--- config.mk ---
export PLATFORM = sky130hd
export DESIGN_NAME = sccl_core
export DESIGN_NICKNAME = d
export VERILOG_FILES = /design/src/sccl_core.v /design/src/sccl_gate_div.v /design/src/sccl_sync_edge.v
export VERILOG_INCLUDE_DIRS = /design/src
export SDC_FILE = /design/constraint.sdc
export NUM_CORES = 1
export LEC_CHECK = 0
export BUFFER_PORTS_ARGS = -buffer_cell sky130_fd_sc_hd__buf_4
export CORE_ASPECT_RATIO = 1.2
export CORE_UTILIZATION = 52
export DETAILED_ROUTE_END_ITERATION = 6
export PLACE_DENSITY = 0.85
export SYNTH_ARGS = -nofsm -noshare
export SYNTH_HDL_FRONTEND = slang
export SYNTH_SLANG_ARGS = --single-unit
--- constraint.sdc ---
create_clock -name mclk -period 2.36 [get_ports mclk]
set_input_delay 0.236 -clock mclk [delete_from_list [all_inputs] [get_ports mclk]]
set_output_delay 0.236 -clock mclk [all_outputs]
set_load 0.02 [all_outputs]
--- src/sccl_regs.vh ---
`ifndef SCCL_REGS_VH
`define SCCL_REGS_VH

// ==========================================================
// Strap and clock-select encodings
`define SCCL_SRC_PRIMARY      1'b0
`define SCCL_SRC_SECONDARY    1'b1
`define SCCL_FREQ_W           3
`define SCCL_FREQ_25          3'h0
`define SCCL_FREQ_125         3'h1
`define SCCL_FREQ_156         3'h2
`define SCCL_FREQ_250         3'h3

// ==========================================================
// Divider settings
`define SCCL_DIV_W            2
`define SCCL_DIV_NORMAL       2'h0
`define SCCL_DIV_LOW_POWER    2'h2
`define SCCL_LOW_POWER_RATIO  2'h3

// ==========================================================
// Timing
`define SCCL_CLK_PERIOD_PS    4000
`define SCCL_TEMP_NORMAL_US   500
`define SCCL_TEMP_LOWPWR_US   1500
`define SCCL_CNT_W            20
`define SCCL_IFG_W            4
`define SCCL_IFG_MIN_NORMAL   4'hc
`define SCCL_IFG_MIN_LOWPWR   4'he
`define SCCL_IFG_MAX_LOWPWR   4'hf
`define SCCL_TS_STEP_W        8
`define SCCL_TS_STEP_NORMAL   8'h04
`define SCCL_TS_STEP_LOWPWR   8'h0c

`endif

--- src/sccl_core.v ---
`timescale 1ns/1ps
`default_nettype none

`include "sccl_regs.vh"

module sccl_core #(
    parameter [`SCCL_CNT_W-1:0] TEMP_NORMAL_CYC =
        (`SCCL_TEMP_NORMAL_US * 1000000) / `SCCL_CLK_PERIOD_PS,
    parameter [`SCCL_CNT_W-1:0] TEMP_LOWPWR_CYC =
        (`SCCL_TEMP_LOWPWR_US * 1000000) / `SCCL_CLK_PERIOD_PS
) (
    input  wire                      mclk,
    input  wire                      sys_rst,
    input  wire                      secondary_pll_select_strap,
    input  wire [`SCCL_FREQ_W-1:0]   primary_ref_freq_strap,
    input  wire [`SCCL_FREQ_W-1:0]   secondary_ref_freq_strap,
    input  wire                      secondary_pll_enable,
    input  wire                      core_clock_source_select,
    input  wire                      core_clock_halve,
    input  wire [`SCCL_DIV_W-1:0]    core_clock_divider,
    input  wire                      primary_pll_lock,
    input  wire                      secondary_pll_lock,
    input  wire                      dpll_sync_active,
    input  wire                      temp_sensor_enable,
    output reg                       secondary_pll_on_q,
    output reg                       cpu_clock_source_q,
    output reg                       core_clock_source_q,
    output reg                       serdes_ref_source_q,
    output reg                       low_power_q,
    output wire                      core_clock_enable,
    output reg                       ts_clock_enable_q,
    output reg  [`SCCL_TS_STEP_W-1:0] ts_step_q,
    output reg                       temp_refresh_q,
    output reg  [`SCCL_IFG_W-1:0]    hdx_ifg_min_q,
    output reg  [`SCCL_IFG_W-1:0]    hdx_ifg_max_q,
    output reg                       primary_ref_ok_q,
    output reg                       secondary_ref_ok_q,
    output reg                       dpll_sync_allowed_q,
    output reg                       switching_q
);

    // ==========================================================
    // Strap capture
    reg                    rst_d1_q;
    reg                    strap_sec_q;
    reg [`SCCL_FREQ_W-1:0] strap_pfreq_q;
    reg [`SCCL_FREQ_W-1:0] strap_sfreq_q;

    // Caught on the first edge after release, not under reset
    always @(posedge mclk) begin
        rst_d1_q <= sys_rst;
        if (rst_d1_q && !sys_rst) begin
            strap_sec_q   <= secondary_pll_select_strap;
            strap_pfreq_q <= primary_ref_freq_strap;
            strap_sfreq_q <= secondary_ref_freq_strap;
        end
    end

    wire strap_valid = rst_d1_q && !sys_rst;
    wire sec_strap_now = strap_valid ? secondary_pll_select_strap : strap_sec_q;

    // ==========================================================
    // PLL lock synchronisers
    wire p_lock_s;
    wire s_lock_s;

    sccl_sync_edge u_sync_p (
        .mclk     (mclk),
        .sys_rst  (sys_rst),
        .async_in (primary_pll_lock),
        .sync_out (p_lock_s)
    );

    sccl_sync_edge u_sync_s (
        .mclk     (mclk),
        .sys_rst  (sys_rst),
        .async_in (secondary_pll_lock),
        .sync_out (s_lock_s)
    );

    // ==========================================================
    // PLL enables and source selection
    reg  cpu_set_q;
    wire sec_ok = secondary_pll_on_q && s_lock_s;
    wire req_src = (core_clock_source_select == `SCCL_SRC_SECONDARY)
                   ? `SCCL_SRC_SECONDARY : `SCCL_SRC_PRIMARY;
    wire div_tick;

    always @(posedge mclk) begin
        if (sys_rst) begin
            secondary_pll_on_q  <= 1'b0;
            cpu_clock_source_q  <= `SCCL_SRC_PRIMARY;
            cpu_set_q           <= 1'b0;
            core_clock_source_q <= `SCCL_SRC_PRIMARY;
            serdes_ref_source_q <= `SCCL_SRC_PRIMARY;
            switching_q         <= 1'b0;
        end else begin
            serdes_ref_source_q <= `SCCL_SRC_PRIMARY;
            if (sec_strap_now || secondary_pll_enable) begin
                secondary_pll_on_q <= 1'b1;
            end
            if (!cpu_set_q && strap_valid) begin
                cpu_set_q          <= 1'b1;
                cpu_clock_source_q <= secondary_pll_select_strap;
            end
            if (strap_valid) begin
                core_clock_source_q <= secondary_pll_select_strap;
            end else if (req_src != core_clock_source_q) begin
                // Wait for lock and a divider boundary so no runt pulse appears
                switching_q <= 1'b1;
                if (div_tick && (req_src == `SCCL_SRC_PRIMARY ? p_lock_s : sec_ok)) begin
                    core_clock_source_q <= req_src;
                    switching_q         <= 1'b0;
                end
            end else begin
                switching_q <= 1'b0;
            end
        end
    end

    // ==========================================================
    // Low power mode: divider code 2 plus halving gives one third
    wire lp_req = core_clock_halve &&
                  (core_clock_divider == `SCCL_DIV_LOW_POWER);

    always @(posedge mclk) begin
        if (sys_rst) begin
            low_power_q <= 1'b0;
        end else if (div_tick) begin
            low_power_q <= lp_req;
        end
    end

    sccl_gate_div u_div (
        .mclk    (mclk),
        .sys_rst (sys_rst),
        .ratio   (low_power_q ? `SCCL_LOW_POWER_RATIO - 2'h1 : `SCCL_DIV_NORMAL),
        .tick_q  (div_tick)
    );

    // Enable is glitch free: it is a registered pulse, never a gated clock
    assign core_clock_enable = div_tick;

    // ==========================================================
    // Timestamp resolution follows the core clock
    always @(posedge mclk) begin
        if (sys_rst) begin
            ts_clock_enable_q <= 1'b0;
            ts_step_q         <= `SCCL_TS_STEP_NORMAL;
        end else begin
            ts_clock_enable_q <= div_tick;
            ts_step_q <= low_power_q ? `SCCL_TS_STEP_LOWPWR : `SCCL_TS_STEP_NORMAL;
        end
    end

    // ==========================================================
    // Temperature sample refresh timer
    reg [`SCCL_CNT_W-1:0] temp_cnt_q;
    wire [`SCCL_CNT_W-1:0] temp_lim = low_power_q ? TEMP_LOWPWR_CYC : TEMP_NORMAL_CYC;

    always @(posedge mclk) begin
        if (sys_rst || !temp_sensor_enable) begin
            temp_cnt_q     <= {`SCCL_CNT_W{1'b0}};
            temp_refresh_q <= 1'b0;
        end else if (temp_cnt_q >= temp_lim - 1'b1) begin
            temp_cnt_q     <= {`SCCL_CNT_W{1'b0}};
            temp_refresh_q <= 1'b1;
        end else begin
            temp_cnt_q     <= temp_cnt_q + 1'b1;
            temp_refresh_q <= 1'b0;
        end
    end

    // ==========================================================
    // Half-duplex gap, reference checks, DPLL coexistence
    always @(posedge mclk) begin
        if (sys_rst) begin
            hdx_ifg_min_q       <= `SCCL_IFG_MIN_NORMAL;
            hdx_ifg_max_q       <= `SCCL_IFG_MIN_NORMAL;
            primary_ref_ok_q    <= 1'b0;
            secondary_ref_ok_q  <= 1'b0;
            dpll_sync_allowed_q <= 1'b0;
        end else begin
            hdx_ifg_min_q <= low_power_q ? `SCCL_IFG_MIN_LOWPWR : `SCCL_IFG_MIN_NORMAL;
            hdx_ifg_max_q <= low_power_q ? `SCCL_IFG_MAX_LOWPWR : `SCCL_IFG_MIN_NORMAL;
            primary_ref_ok_q <= (strap_pfreq_q <= `SCCL_FREQ_250);
            secondary_ref_ok_q <= (strap_sfreq_q == `SCCL_FREQ_125) ||
                                  (strap_sfreq_q == `SCCL_FREQ_156) ||
                                  (strap_sfreq_q == `SCCL_FREQ_250);
            // Low power never blocks the digital PLL path
            dpll_sync_allowed_q <= dpll_sync_active;
        end
    end

endmodule

`default_nettype wire

--- src/sccl_gate_div.v ---
`timescale 1ns/1ps
`default_nettype none

`include "sccl_regs.vh"

// ==========================================================
// Clock enable pulse generator: one pulse every ratio plus one cycles
module sccl_gate_div (
    input  wire                    mclk,
    input  wire                    sys_rst,
    input  wire [`SCCL_DIV_W-1:0]  ratio,
    output reg                     tick_q
);
    reg [`SCCL_DIV_W-1:0] cnt_q;

    // Reload only at the wrap so a ratio change never shortens a period
    always @(posedge mclk) begin
        if (sys_rst) begin
            cnt_q  <= {`SCCL_DIV_W{1'b0}};
            tick_q <= 1'b0;
        end else if (cnt_q == {`SCCL_DIV_W{1'b0}}) begin
            cnt_q  <= ratio;
            tick_q <= 1'b1;
        end else begin
            cnt_q  <= cnt_q - 1'b1;
            tick_q <= 1'b0;
        end
    end
endmodule

`default_nettype wire

--- src/sccl_sync_edge.v ---
`timescale 1ns/1ps
`default_nettype none

// ==========================================================
// Two-stage synchroniser for a PLL lock level
module sccl_sync_edge (
    input  wire mclk,
    input  wire sys_rst,
    input  wire async_in,
    output wire sync_out
);
    reg meta_q;
    reg sync_q;

    always @(posedge mclk) begin
        if (sys_rst) begin
            meta_q <= 1'b0;
            sync_q <= 1'b0;
        end else begin
            meta_q <= async_in;
            sync_q <= meta_q;
        end
    end

    assign sync_out = sync_q;
endmodule

`default_nettype wire

==> results.toml, run 1 <==
[setup_path]
reg2reg_to = "temp_cnt_q[18]$_SDFF_PP0_"
crit_path_start = "temp_cnt_q[0]$_SDFF_PP0_"
critPathMaxFanout = 5
r2r_cells = 5
path_class = "flop to flop"
required_ns = 2.58
start_kind = "flop"
end_kind = "flop"
arrival_ns = 2.24
r2r-start = "temp_cnt_q[0]$_SDFF_PP0_"
crit_path_end = "temp_cnt_q[18]$_SDFF_PP0_"
rrSetupSlack_ns = 0.35

[global_routing]
grt_max_degree = 22
grt_pass1_wl_um = 5150
grt_pass1_vias = 1227
antenna_found_initial = 0
track_usage_pct = 17.7
grt_overflow = 0

[logic_synthesis]
netlist_area_sq_mm = 0.00193
synthCells = 205
yosysTopAreaCell = "dfxtp_1"
synth.area.mux_share_pct = 1.10
synthTopCellsByArea = "dfxtp_1 (43%), buf_4 (6.2%), edfxtp_1 (6.2%)"
synth-adder-area-share_pct = 3.90
synth_enable_flop_cells = 4
synth_top_area_share_pct = 42.6
yosys.area_share.simple_pct = 22.8
yosys_warnings = 0
async_flop_share_pct = 0
synth_top_family_by_area = "simple AND/OR/NAND/NOR gates"
synth-compound-area-share_pct = 8.19
avgSynthCellArea_sq_um = 9.39
ys.flop_type = "dfxtp_1"
synth_xor_xnor_area_share_pct = 6.37
ys_types = 37
ys_seq_area_share_pct = 48.9
synth-seq-cells = 45

[pwr]
powerDensity_mw_per_mm2 = 618
p_int_mw = 1.04
switchingPower_mw = 0.311
p_clk_share_pct = 32.5
seq_power_share_pct = 59.5
ir_drop_v = 0.000366
p_leak_nw = 0.834
p_sw_share_pct = 22.9
pwr-share-comb_pct = 8.0

[run_status]
status = "complete, but fails checks"
violations = "design-rule violations"

[cells_and_area]
largestRegisters = "temp_cnt_q (20), strap_sfreq_q (3), u_div.cnt_q (2)"
area_growth_syn_to_layout_pct = 13.9
top_register = "temp_cnt_q"
largest_register_ffs = 20
multi_input_area_sq_um = 865
diodes = 0
fin_area_sq_mm = 0.00219
drive_gt1_share_pct = 17.9
fill_cells = 288
fin_nets = 258
ff_latch_area_sq_um = 941

[cts]
clk_pin_slew_worst_paths_ns = 0.08
cts_resized = 0
clock-sinks = 45
cts_setup_buffers = 0
cts_hold_buf = 0
numCtsBuffers = 5
root_buffer = "clkbuf_8"
insertion_delay_ns = 0.29
clock_path_buffers = 2
cts_tree = "yes"
htree_num_levels = 2

[sta]
slew_viol_final = 0
setup_tns_ns = 0
final.period_utilization_pct = 85.3
rsz0062_at_grt = "false"
finalHoldViolCount = 0
fin_skew_ns = 0.00753
min_period_ns = 2.01
setup_viol = 0
max_freq_ghz = 0.497
setup_ws_ns = 0.346
hold_ws_ns = 0.119

[floorplan]
initial_core_util_pct = 56.2
rows = 23
die_w_um = 57.6
die_h_um = 68.7
io_pins = 46
placeableCoreArea_sq_mm = 0.00342
dieArea_sq_mm = 0.00395

[worst_hold_path]
holdCritStartpoint = "secondary_ref_freq_strap[1]"
min_path_type = "primary input to flop"

[routing]
drt-total-wl_um = 3170
wl_per_cell_um = 11.7
dr.first_iter.drc_count = 95
viasPerCell = 5.29
route.detailed.drc = 5
first_pass_iters = 6
antenna_left = 0
num_vias = 1438

[placement]
place.gp.congestion = 0.830
io_buffer_count = 30
placed_cell_area_sq_mm = 0.00211
place_ws_ns = 0.379
dp_hpwl_um = 2300

[run]
maxCapViolations = 0
## how the worst min path moves through the flow
stage | to | slack (ns) | cells after the start
floorplan | rst_d1_q$_DFF_P_ | 0.26 | 0
global placement | primary_ref_ok_q$_SDFF_PP0_ | 0.38 | 1
detailed placement | primary_ref_ok_q$_SDFF_PP0_ | 0.40 | 1
CTS | strap_sfreq_q[1]$_DFFE_PP_ | 0.11 | 1
global route | strap_pfreq_q[2]$_DFFE_PP_ | 0.1 | 1
finish | strap_sfreq_q[1]$_DFFE_PP_ | 0.12 | 1
## cell families after synthesis
| kind of cell | count (synthesis) |
|---|---|
| AO/OA/AOI/OAI | 27 |
| other | 2 |
| buffers and inverters | 27 |
| flip-flops | 45 |
| XOR/XNOR | 14 |
| AND/OR/NAND/NOR | 82 |
| multiplexers | 2 |
| adder cells (fa/ha/maj) | 6 |
## power by group through the flow
stage | sequential [mW] | combinational (mW) | clock [mW]
after floorplan | 0.834 | 0.0718 | 0
after global placement | 0.823 | 0.107 | 0
after detailed placement | 0.825 | 0.109 | 0
after CTS | 0.807 | 0.110 | 0.459
after global routing | 0.809 | 0.119 | 0.492
final | 0.806 | 0.109 | 0.440
## cells in the mapped netlist, drive strengths merged, types with 3 or more instances
cell,instances
dfxtp,41
nor2,23
buf,16
a21oi,13
xnor2,12
nor2b,10
nand2,8
nand3,8
nor3,8
or3,8
inv,7
ha,6
o21ai,6
clkbuf,4
edfxtp,4
nand4,4
nor4,3
## area by class of cell
class                   count  share of cell area [%]
clock buffers               6                    3.31
clock inverters             2                   0.456
inverters                   7                    1.20
multi-input cells         144                    39.4
flip-flops and latches     45                    42.9
well taps                  37                    2.11
repair buffers             31                    10.6
## cell usage in the layout, fill, tap and decap left out, types with 2 or more instances in the layout
cell type	n
a21oi_1	13
and3_1	2
buf_4	31
clkbuf_8	5
clkinv_2	2
conb_1	13
dfxtp_1	41
edfxtp_1	4
ha_1	6
inv_1	7
nand2_1	8
nand3_1	8
nand4_1	3
nand4b_1	2
nor2_1	23
nor2b_1	10
nor3_1	8
nor4_1	3
o211ai_1	2
o21ai_0	6
or3_1	8
xnor2_1	12
xor2_1	2
## metal layers
layer | global-route usage [%] | routed length (um) | vias up
li1 | - | - | 733
met5 | 0 | 0 | -
met3 | 5.60 | 182 | 2
met1 | 19.7 | 1390 | 668
met4 | 8.23 | 17 | 0
met2 | 30.8 | 1580 | 35
## metrics by stage
stage	utilization [%]	power (mW)	instances
after floorplan	-	0.905	216
after global placement	61.6	0.930	264
after detailed placement	61.6	0.934	264
after CTS	64.0	1.38	272
after global routing	64.0	1.42	272
final	64.0	1.36	272
## critical path: stages, from the launching register on
cell and delay, ns:
dfxtp_1 0.39, ha_1 0.25, nand3_1 0.19, or4_1 0.64, or3_1 0.34, a21oi_1 0.14
No activity file was read; power rests on OpenSTA's default activity.
==> run 2, diff against run 1 <==
CORE_UTILIZATION = 25   (was 52)
PLACE_DENSITY = 0.5   (was 0.85)
clock period = 2 ns   (was 2.36 ns; I/O delays follow)
==> results.toml, run 2 (synthesized netlist as in run 1, its figures left out) <==
[run_status]
status = "completed"

[setup_path]
cp_slowest_cell = "or4_1"
path_cells = "ha_2 > nand3_1 > or4_1 > or3_1 > a21oi_1"
r2r-start = "temp_cnt_q[0]$_SDFF_PP0_"
r2r_cells = 5
required_ns = 2.23
path_buf_inv = 0
end_kind = "flop"
rrSetupSlack_ns = 0.14
critPathMaxFanout = 4
cp_top_family = "simple AND/OR/NAND/NOR gates"
slowest_delay_ns = 0.60
arrival_ns = 2.09
path_class = "flop to flop"
reg2reg_to = "temp_cnt_q[18]$_SDFF_PP0_"
start_kind = "flop"

[cts]
root_buffer = "clkbuf_8"
cts_tree = "yes"
clock_path_buffers = 2
clock-sinks = 45
insertion_delay_ns = 0.30
htree_num_levels = 2
numCtsBuffers = 5
clk_pin_slew_worst_paths_ns = 0.09

[global_routing]
antenna_found_initial = 0
grt_max_degree = 22
grt_pass1_wl_um = 6130
grt_pass1_vias = 1352
grt_overflow = 0
track_usage_pct = 9.77

[cells_and_area]
final_cell_mix = "dfxtp_1 (41), buf_4 (37), nor2_1 (23)"
top_register = "temp_cnt_q"
utilization_pct = 31.5
area_growth_syn_to_layout_pct = 20.5
drive_gt1_share_pct = 21.6
diodes = 0
fill_cells = 767
largest_register_ffs = 20
final_common_cell = "dfxtp_1"
fin_nets = 264
largestRegisters = "temp_cnt_q (20), strap_sfreq_q (3), u_div.cnt_q (2)"

[pwr]
ir_drop_v = 0.000303
p_int_mw = 1.24
switchingPower_mw = 0.412
pwr-share-comb_pct = 8.1
p_clk_share_pct = 34.4
p_leak_nw = 0.858
seq_power_share_pct = 57.6
p_sw_share_pct = 24.9
total_power_mw = 1.65
powerDensity_mw_per_mm2 = 713

[sta]
rsz0062_at_grt = "false"
finalHoldViolCount = 0
fin_skew_ns = 0.00877
setup_ws_ns = 0.144
setup_tns_ns = 0
max_freq_ghz = 0.539
final.period_utilization_pct = 92.8
hold_ws_ns = 0.0727
setup_viol = 0
min_period_ns = 1.86
slew_viol_final = 0

[placement]
io_buffer_count = 30
dp_hpwl_um = 2720
place.gp.congestion = 0.779
place_ws_ns = 0.119

[routing]
first_pass_iters = 4
dr.first_iter.drc_count = 34
wl_per_cell_um = 11.0
drt-total-wl_um = 3630
num_vias = 1486
viasPerCell = 4.49
antenna_left = 0
route.detailed.drc = 0

[run]
maxCapViolations = 0

[worst_hold_path]
hold_path_depth = 1
holdCritStartpoint = "secondary_ref_freq_strap[2]"
min_path_type = "primary input to flop"
min_to = "strap_sfreq_q[2]$_DFFE_PP_"

[floorplan]
placeableCoreArea_sq_mm = 0.00736
io_pins = 46
initial_core_util_pct = 26.2
dieArea_sq_mm = 0.00806
die_w_um = 82.1
die_h_um = 98.1
rows = 34
## run 2: power groups by stage
stage | Clock [mW] | Sequential, mW | Combinational (mW)
after CTS | 0.600 | 0.953 | 0.136
final | 0.569 | 0.952 | 0.133
after floorplan | 0 | 0.984 | 0.0852
after detailed placement | 0 | 0.974 | 0.135
after global routing | 0.639 | 0.956 | 0.148
after global placement | 0 | 0.973 | 0.134
## run 2: layout make-up
type / count / area (sq um) / share of cell area [%]
clock buffers: 5 / 68.8 / 2.96
clock inverters: 3 / 21.3 / 0.916
inverters: 7 / 26.3 / 1.13
multi-input cells: 144 / 873 / 37.6
flip-flops and latches: 45 / 941 / 40.5
well taps: 90 / 113 / 4.85
repair buffers: 37 / 278 / 12.0
## run 2: worst reg2reg max path, cell delays in order (launching register included)
cell,delay [ns]
dfxtp_1,0.38
ha_2,0.23
nand3_1,0.11
or4_1,0.60
or3_1,0.33
a21oi_1,0.14
## run 2: how the worst max path moves through the flow
stage	start	to	slack [ns]	cells past startpoint
final	temp_cnt_q[0]$_SDFF_PP0_	temp_cnt_q[18]$_SDFF_PP0_	0.14	5
after floorplan	low_power_q$_SDFFE_PP0P_	temp_cnt_q[10]$_SDFF_PP0_	0.08	8
after global routing	temp_cnt_q[0]$_SDFF_PP0_	temp_cnt_q[16]$_SDFF_PP0_	0.01	5
after CTS	temp_cnt_q[0]$_SDFF_PP0_	temp_cnt_q[16]$_SDFF_PP0_	0.09	5
after detailed placement	temp_cnt_q[0]$_SDFF_PP0_	temp_cnt_q[16]$_SDFF_PP0_	0.12	5
after global placement	low_power_q$_SDFFE_PP0P_	temp_cnt_q[13]$_SDFF_PP0_	0.12	7
## run 2: stage by stage
step           instance area [sq um]  std cells
2_1_floorplan                   1970        216
3_3_place_gp                    2220        323
3_5_place_dp                    2220        323
4_1_cts                         2310        331
5_1_grt                         2320        331
6_report                        2320        331
## run 2: routing by layer
layer,share of wire [%],global-route usage (%)
met5,0,0
met4,1.8,3.64
met3,4.8,2.80
met2,49,16.3
met1,45,11.6
## run 2: timing repair
| action | 4_1_cts | 5_1_grt |
|---|---|---|
| hold buffers | 0 | 0 |
| setup buffers | 0 | 0 |
| gates resized for setup | 0 | 3 |
| endpoints found under the setup margin | 0 | 18 |
==> run 3, diff against run 2 <==
BUFFER_PORTS_ARGS = -buffer_cell sky130_fd_sc_hd__buf_2   (was -buffer_cell sky130_fd_sc_hd__buf_4)
==> results.toml, run 3 (synthesized netlist as in run 1, its figures left out) <==
[cells_and_area]
top_register = "temp_cnt_q"
area_growth_syn_to_layout_pct = 16.5
diodes = 0
largest_register_ffs = 20
drive_gt1_share_pct = 20.7
largestRegisters = "temp_cnt_q (20), strap_sfreq_q (3), u_div.cnt_q (2)"
final_cell_mix = "dfxtp_1 (41), buf_2 (30), nor2_1 (23)"
fill_cells = 764
final_common_cell = "dfxtp_1"
fin_nets = 264

[cts]
numCtsBuffers = 5
clock-sinks = 45
clk_pin_slew_worst_paths_ns = 0.09
cts_tree = "yes"
clock_path_buffers = 2
insertion_delay_ns = 0.30
cts_setup_buffers = 0
root_buffer = "clkbuf_8"
htree_num_levels = 2

[routing]
wl_per_cell_um = 10.6
antenna_left = 0
first_pass_iters = 4
num_vias = 1440
route.detailed.drc = 0
drt-total-wl_um = 3500
viasPerCell = 4.35
dr.first_iter.drc_count = 41

[pwr]
ir_drop_v = 0.000399
p_leak_nw = 0.845
powerDensity_mw_per_mm2 = 728
total_power_mw = 1.63

[placement]
io_buffer_count = 30
dp_hpwl_um = 2630
place.gp.congestion = 0.768
place_ws_ns = 0.125

[sta]
max_freq_ghz = 0.532
setup_viol = 0
slew_viol_final = 0
fin_skew_ns = 0.00394
final.period_utilization_pct = 93.9
setup_ws_ns = 0.121
min_period_ns = 1.88
rsz0062_at_grt = "false"
finalHoldViolCount = 0
setup_tns_ns = 0

[setup_path]
cp_top_family = "simple AND/OR/NAND/NOR gates"
arrival_ns = 2.11
path_cells = "ha_1 > nand3_1 > or4_1 > or3_1 > a21oi_1"
crit_cells = 5
path_class = "flop to flop"
cp_slowest_cell = "or4_1"
path_buf_inv = 0
r2r-start = "temp_cnt_q[0]$_SDFF_PP0_"
crit_path_start = "temp_cnt_q[0]$_SDFF_PP0_"
crit_path_end = "temp_cnt_q[16]$_SDFF_PP0_"
reg2reg_to = "temp_cnt_q[16]$_SDFF_PP0_"
rrSetupSlack_ns = 0.12
end_kind = "flop"
start_kind = "flop"
r2r_cells = 5
critPathMaxFanout = 4
required_ns = 2.23
slowest_delay_ns = 0.60

[floorplan]
die_w_um = 82.1
initial_core_util_pct = 26.2
placeableCoreArea_sq_mm = 0.00736
die_h_um = 98.1
io_pins = 46
dieArea_sq_mm = 0.00806
rows = 34

[run]
maxCapViolations = 0

[run_status]
status = "completed"

[global_routing]
grt_pass1_wl_um = 5620
antenna_found_initial = 0
track_usage_pct = 9.03
grt_max_degree = 22
grt_pass1_vias = 1291
grt_overflow = 0

[worst_hold_path]
holdCritStartpoint = "secondary_ref_freq_strap[0]"
min_path_type = "primary input to flop"
[run 3: cell counts in the layout (fill, tap and decap cells not counted)]
Identical to the previous run, type by type.
[run 3: where the power goes]
| part | switching [mW] | internal [mW] |
|---|---|---|
| Combinational | 0.0736 | 0.0442 |
| Sequential | 0.0155 | 0.935 |
| Clock | 0.317 | 0.248 |
| Total | 0.406 | 1.23 |
[run 3: worst reg2reg max path: stages, from the launching register on]
cell and delay, ns:
dfxtp_1 0.38, ha_1 0.25, nand3_1 0.11, or4_1 0.60, or3_1 0.33, a21oi_1 0.15
[run 3: routing by layer]
layer  wire length (um)  GRT usage [%]  share of wire (%)  vias to the layer above
met2               1690           15.2                 48                       41
li1                   -              -                  -                      748
met4                 50           3.24                1.4                        0
met5                  0              0                  0                        -
met1               1580           10.2                 45                      644
met3                183           3.36                5.2                        7
[run 3: worst min-delay path by stage]
stage	slack, ns	cells after the start	end
final	0.08	1	strap_sfreq_q[0]$_DFFE_PP_
after CTS	0.07	1	strap_sfreq_q[0]$_DFFE_PP_
after floorplan	0.23	0	rst_d1_q$_DFF_P_
after global routing	0.06	1	strap_sfreq_q[2]$_DFFE_PP_
after global placement	0.38	1	strap_pfreq_q[2]$_DFFE_PP_
after detailed placement	0.38	1	strap_sfreq_q[0]$_DFFE_PP_
[run 3: cell type report]
cell class                 instances  area (sq um)  area share (%)
inverter                           7          26.3            1.17
multi-input combinational        144           871            38.8
tap                               90           113            5.02
clock buffer                       5          68.8            3.07
sequential                        45           941            41.9
timing repair buffer              37           203            9.04
clock inverter                     3          21.3           0.948
[run 3: timing repair]
| item | in CTS | in global routing |
|---|---|---|
| hold endpoints to repair | 0 | 0 |
| endpoints found under the setup margin | 0 | 18 |
| hold buffers | 0 | 0 |
| resized for setup | 0 | 1 |
[run 3: through the flow]
| step | hold WS (ns) | instances | instance area, sq um | utilization, % |
|---|---|---|---|---|
| floorplan | 0.228 | 216 | 1970 | - |
| global placement | 0.378 | 323 | 2150 | 29.2 |
| detailed placement | 0.382 | 323 | 2150 | 29.2 |
| CTS | 0.0671 | 331 | 2240 | 30.4 |
| global route | 0.0598 | 331 | 2240 | 30.5 |
| finish | 0.0778 | 331 | 2240 | 30.5 |
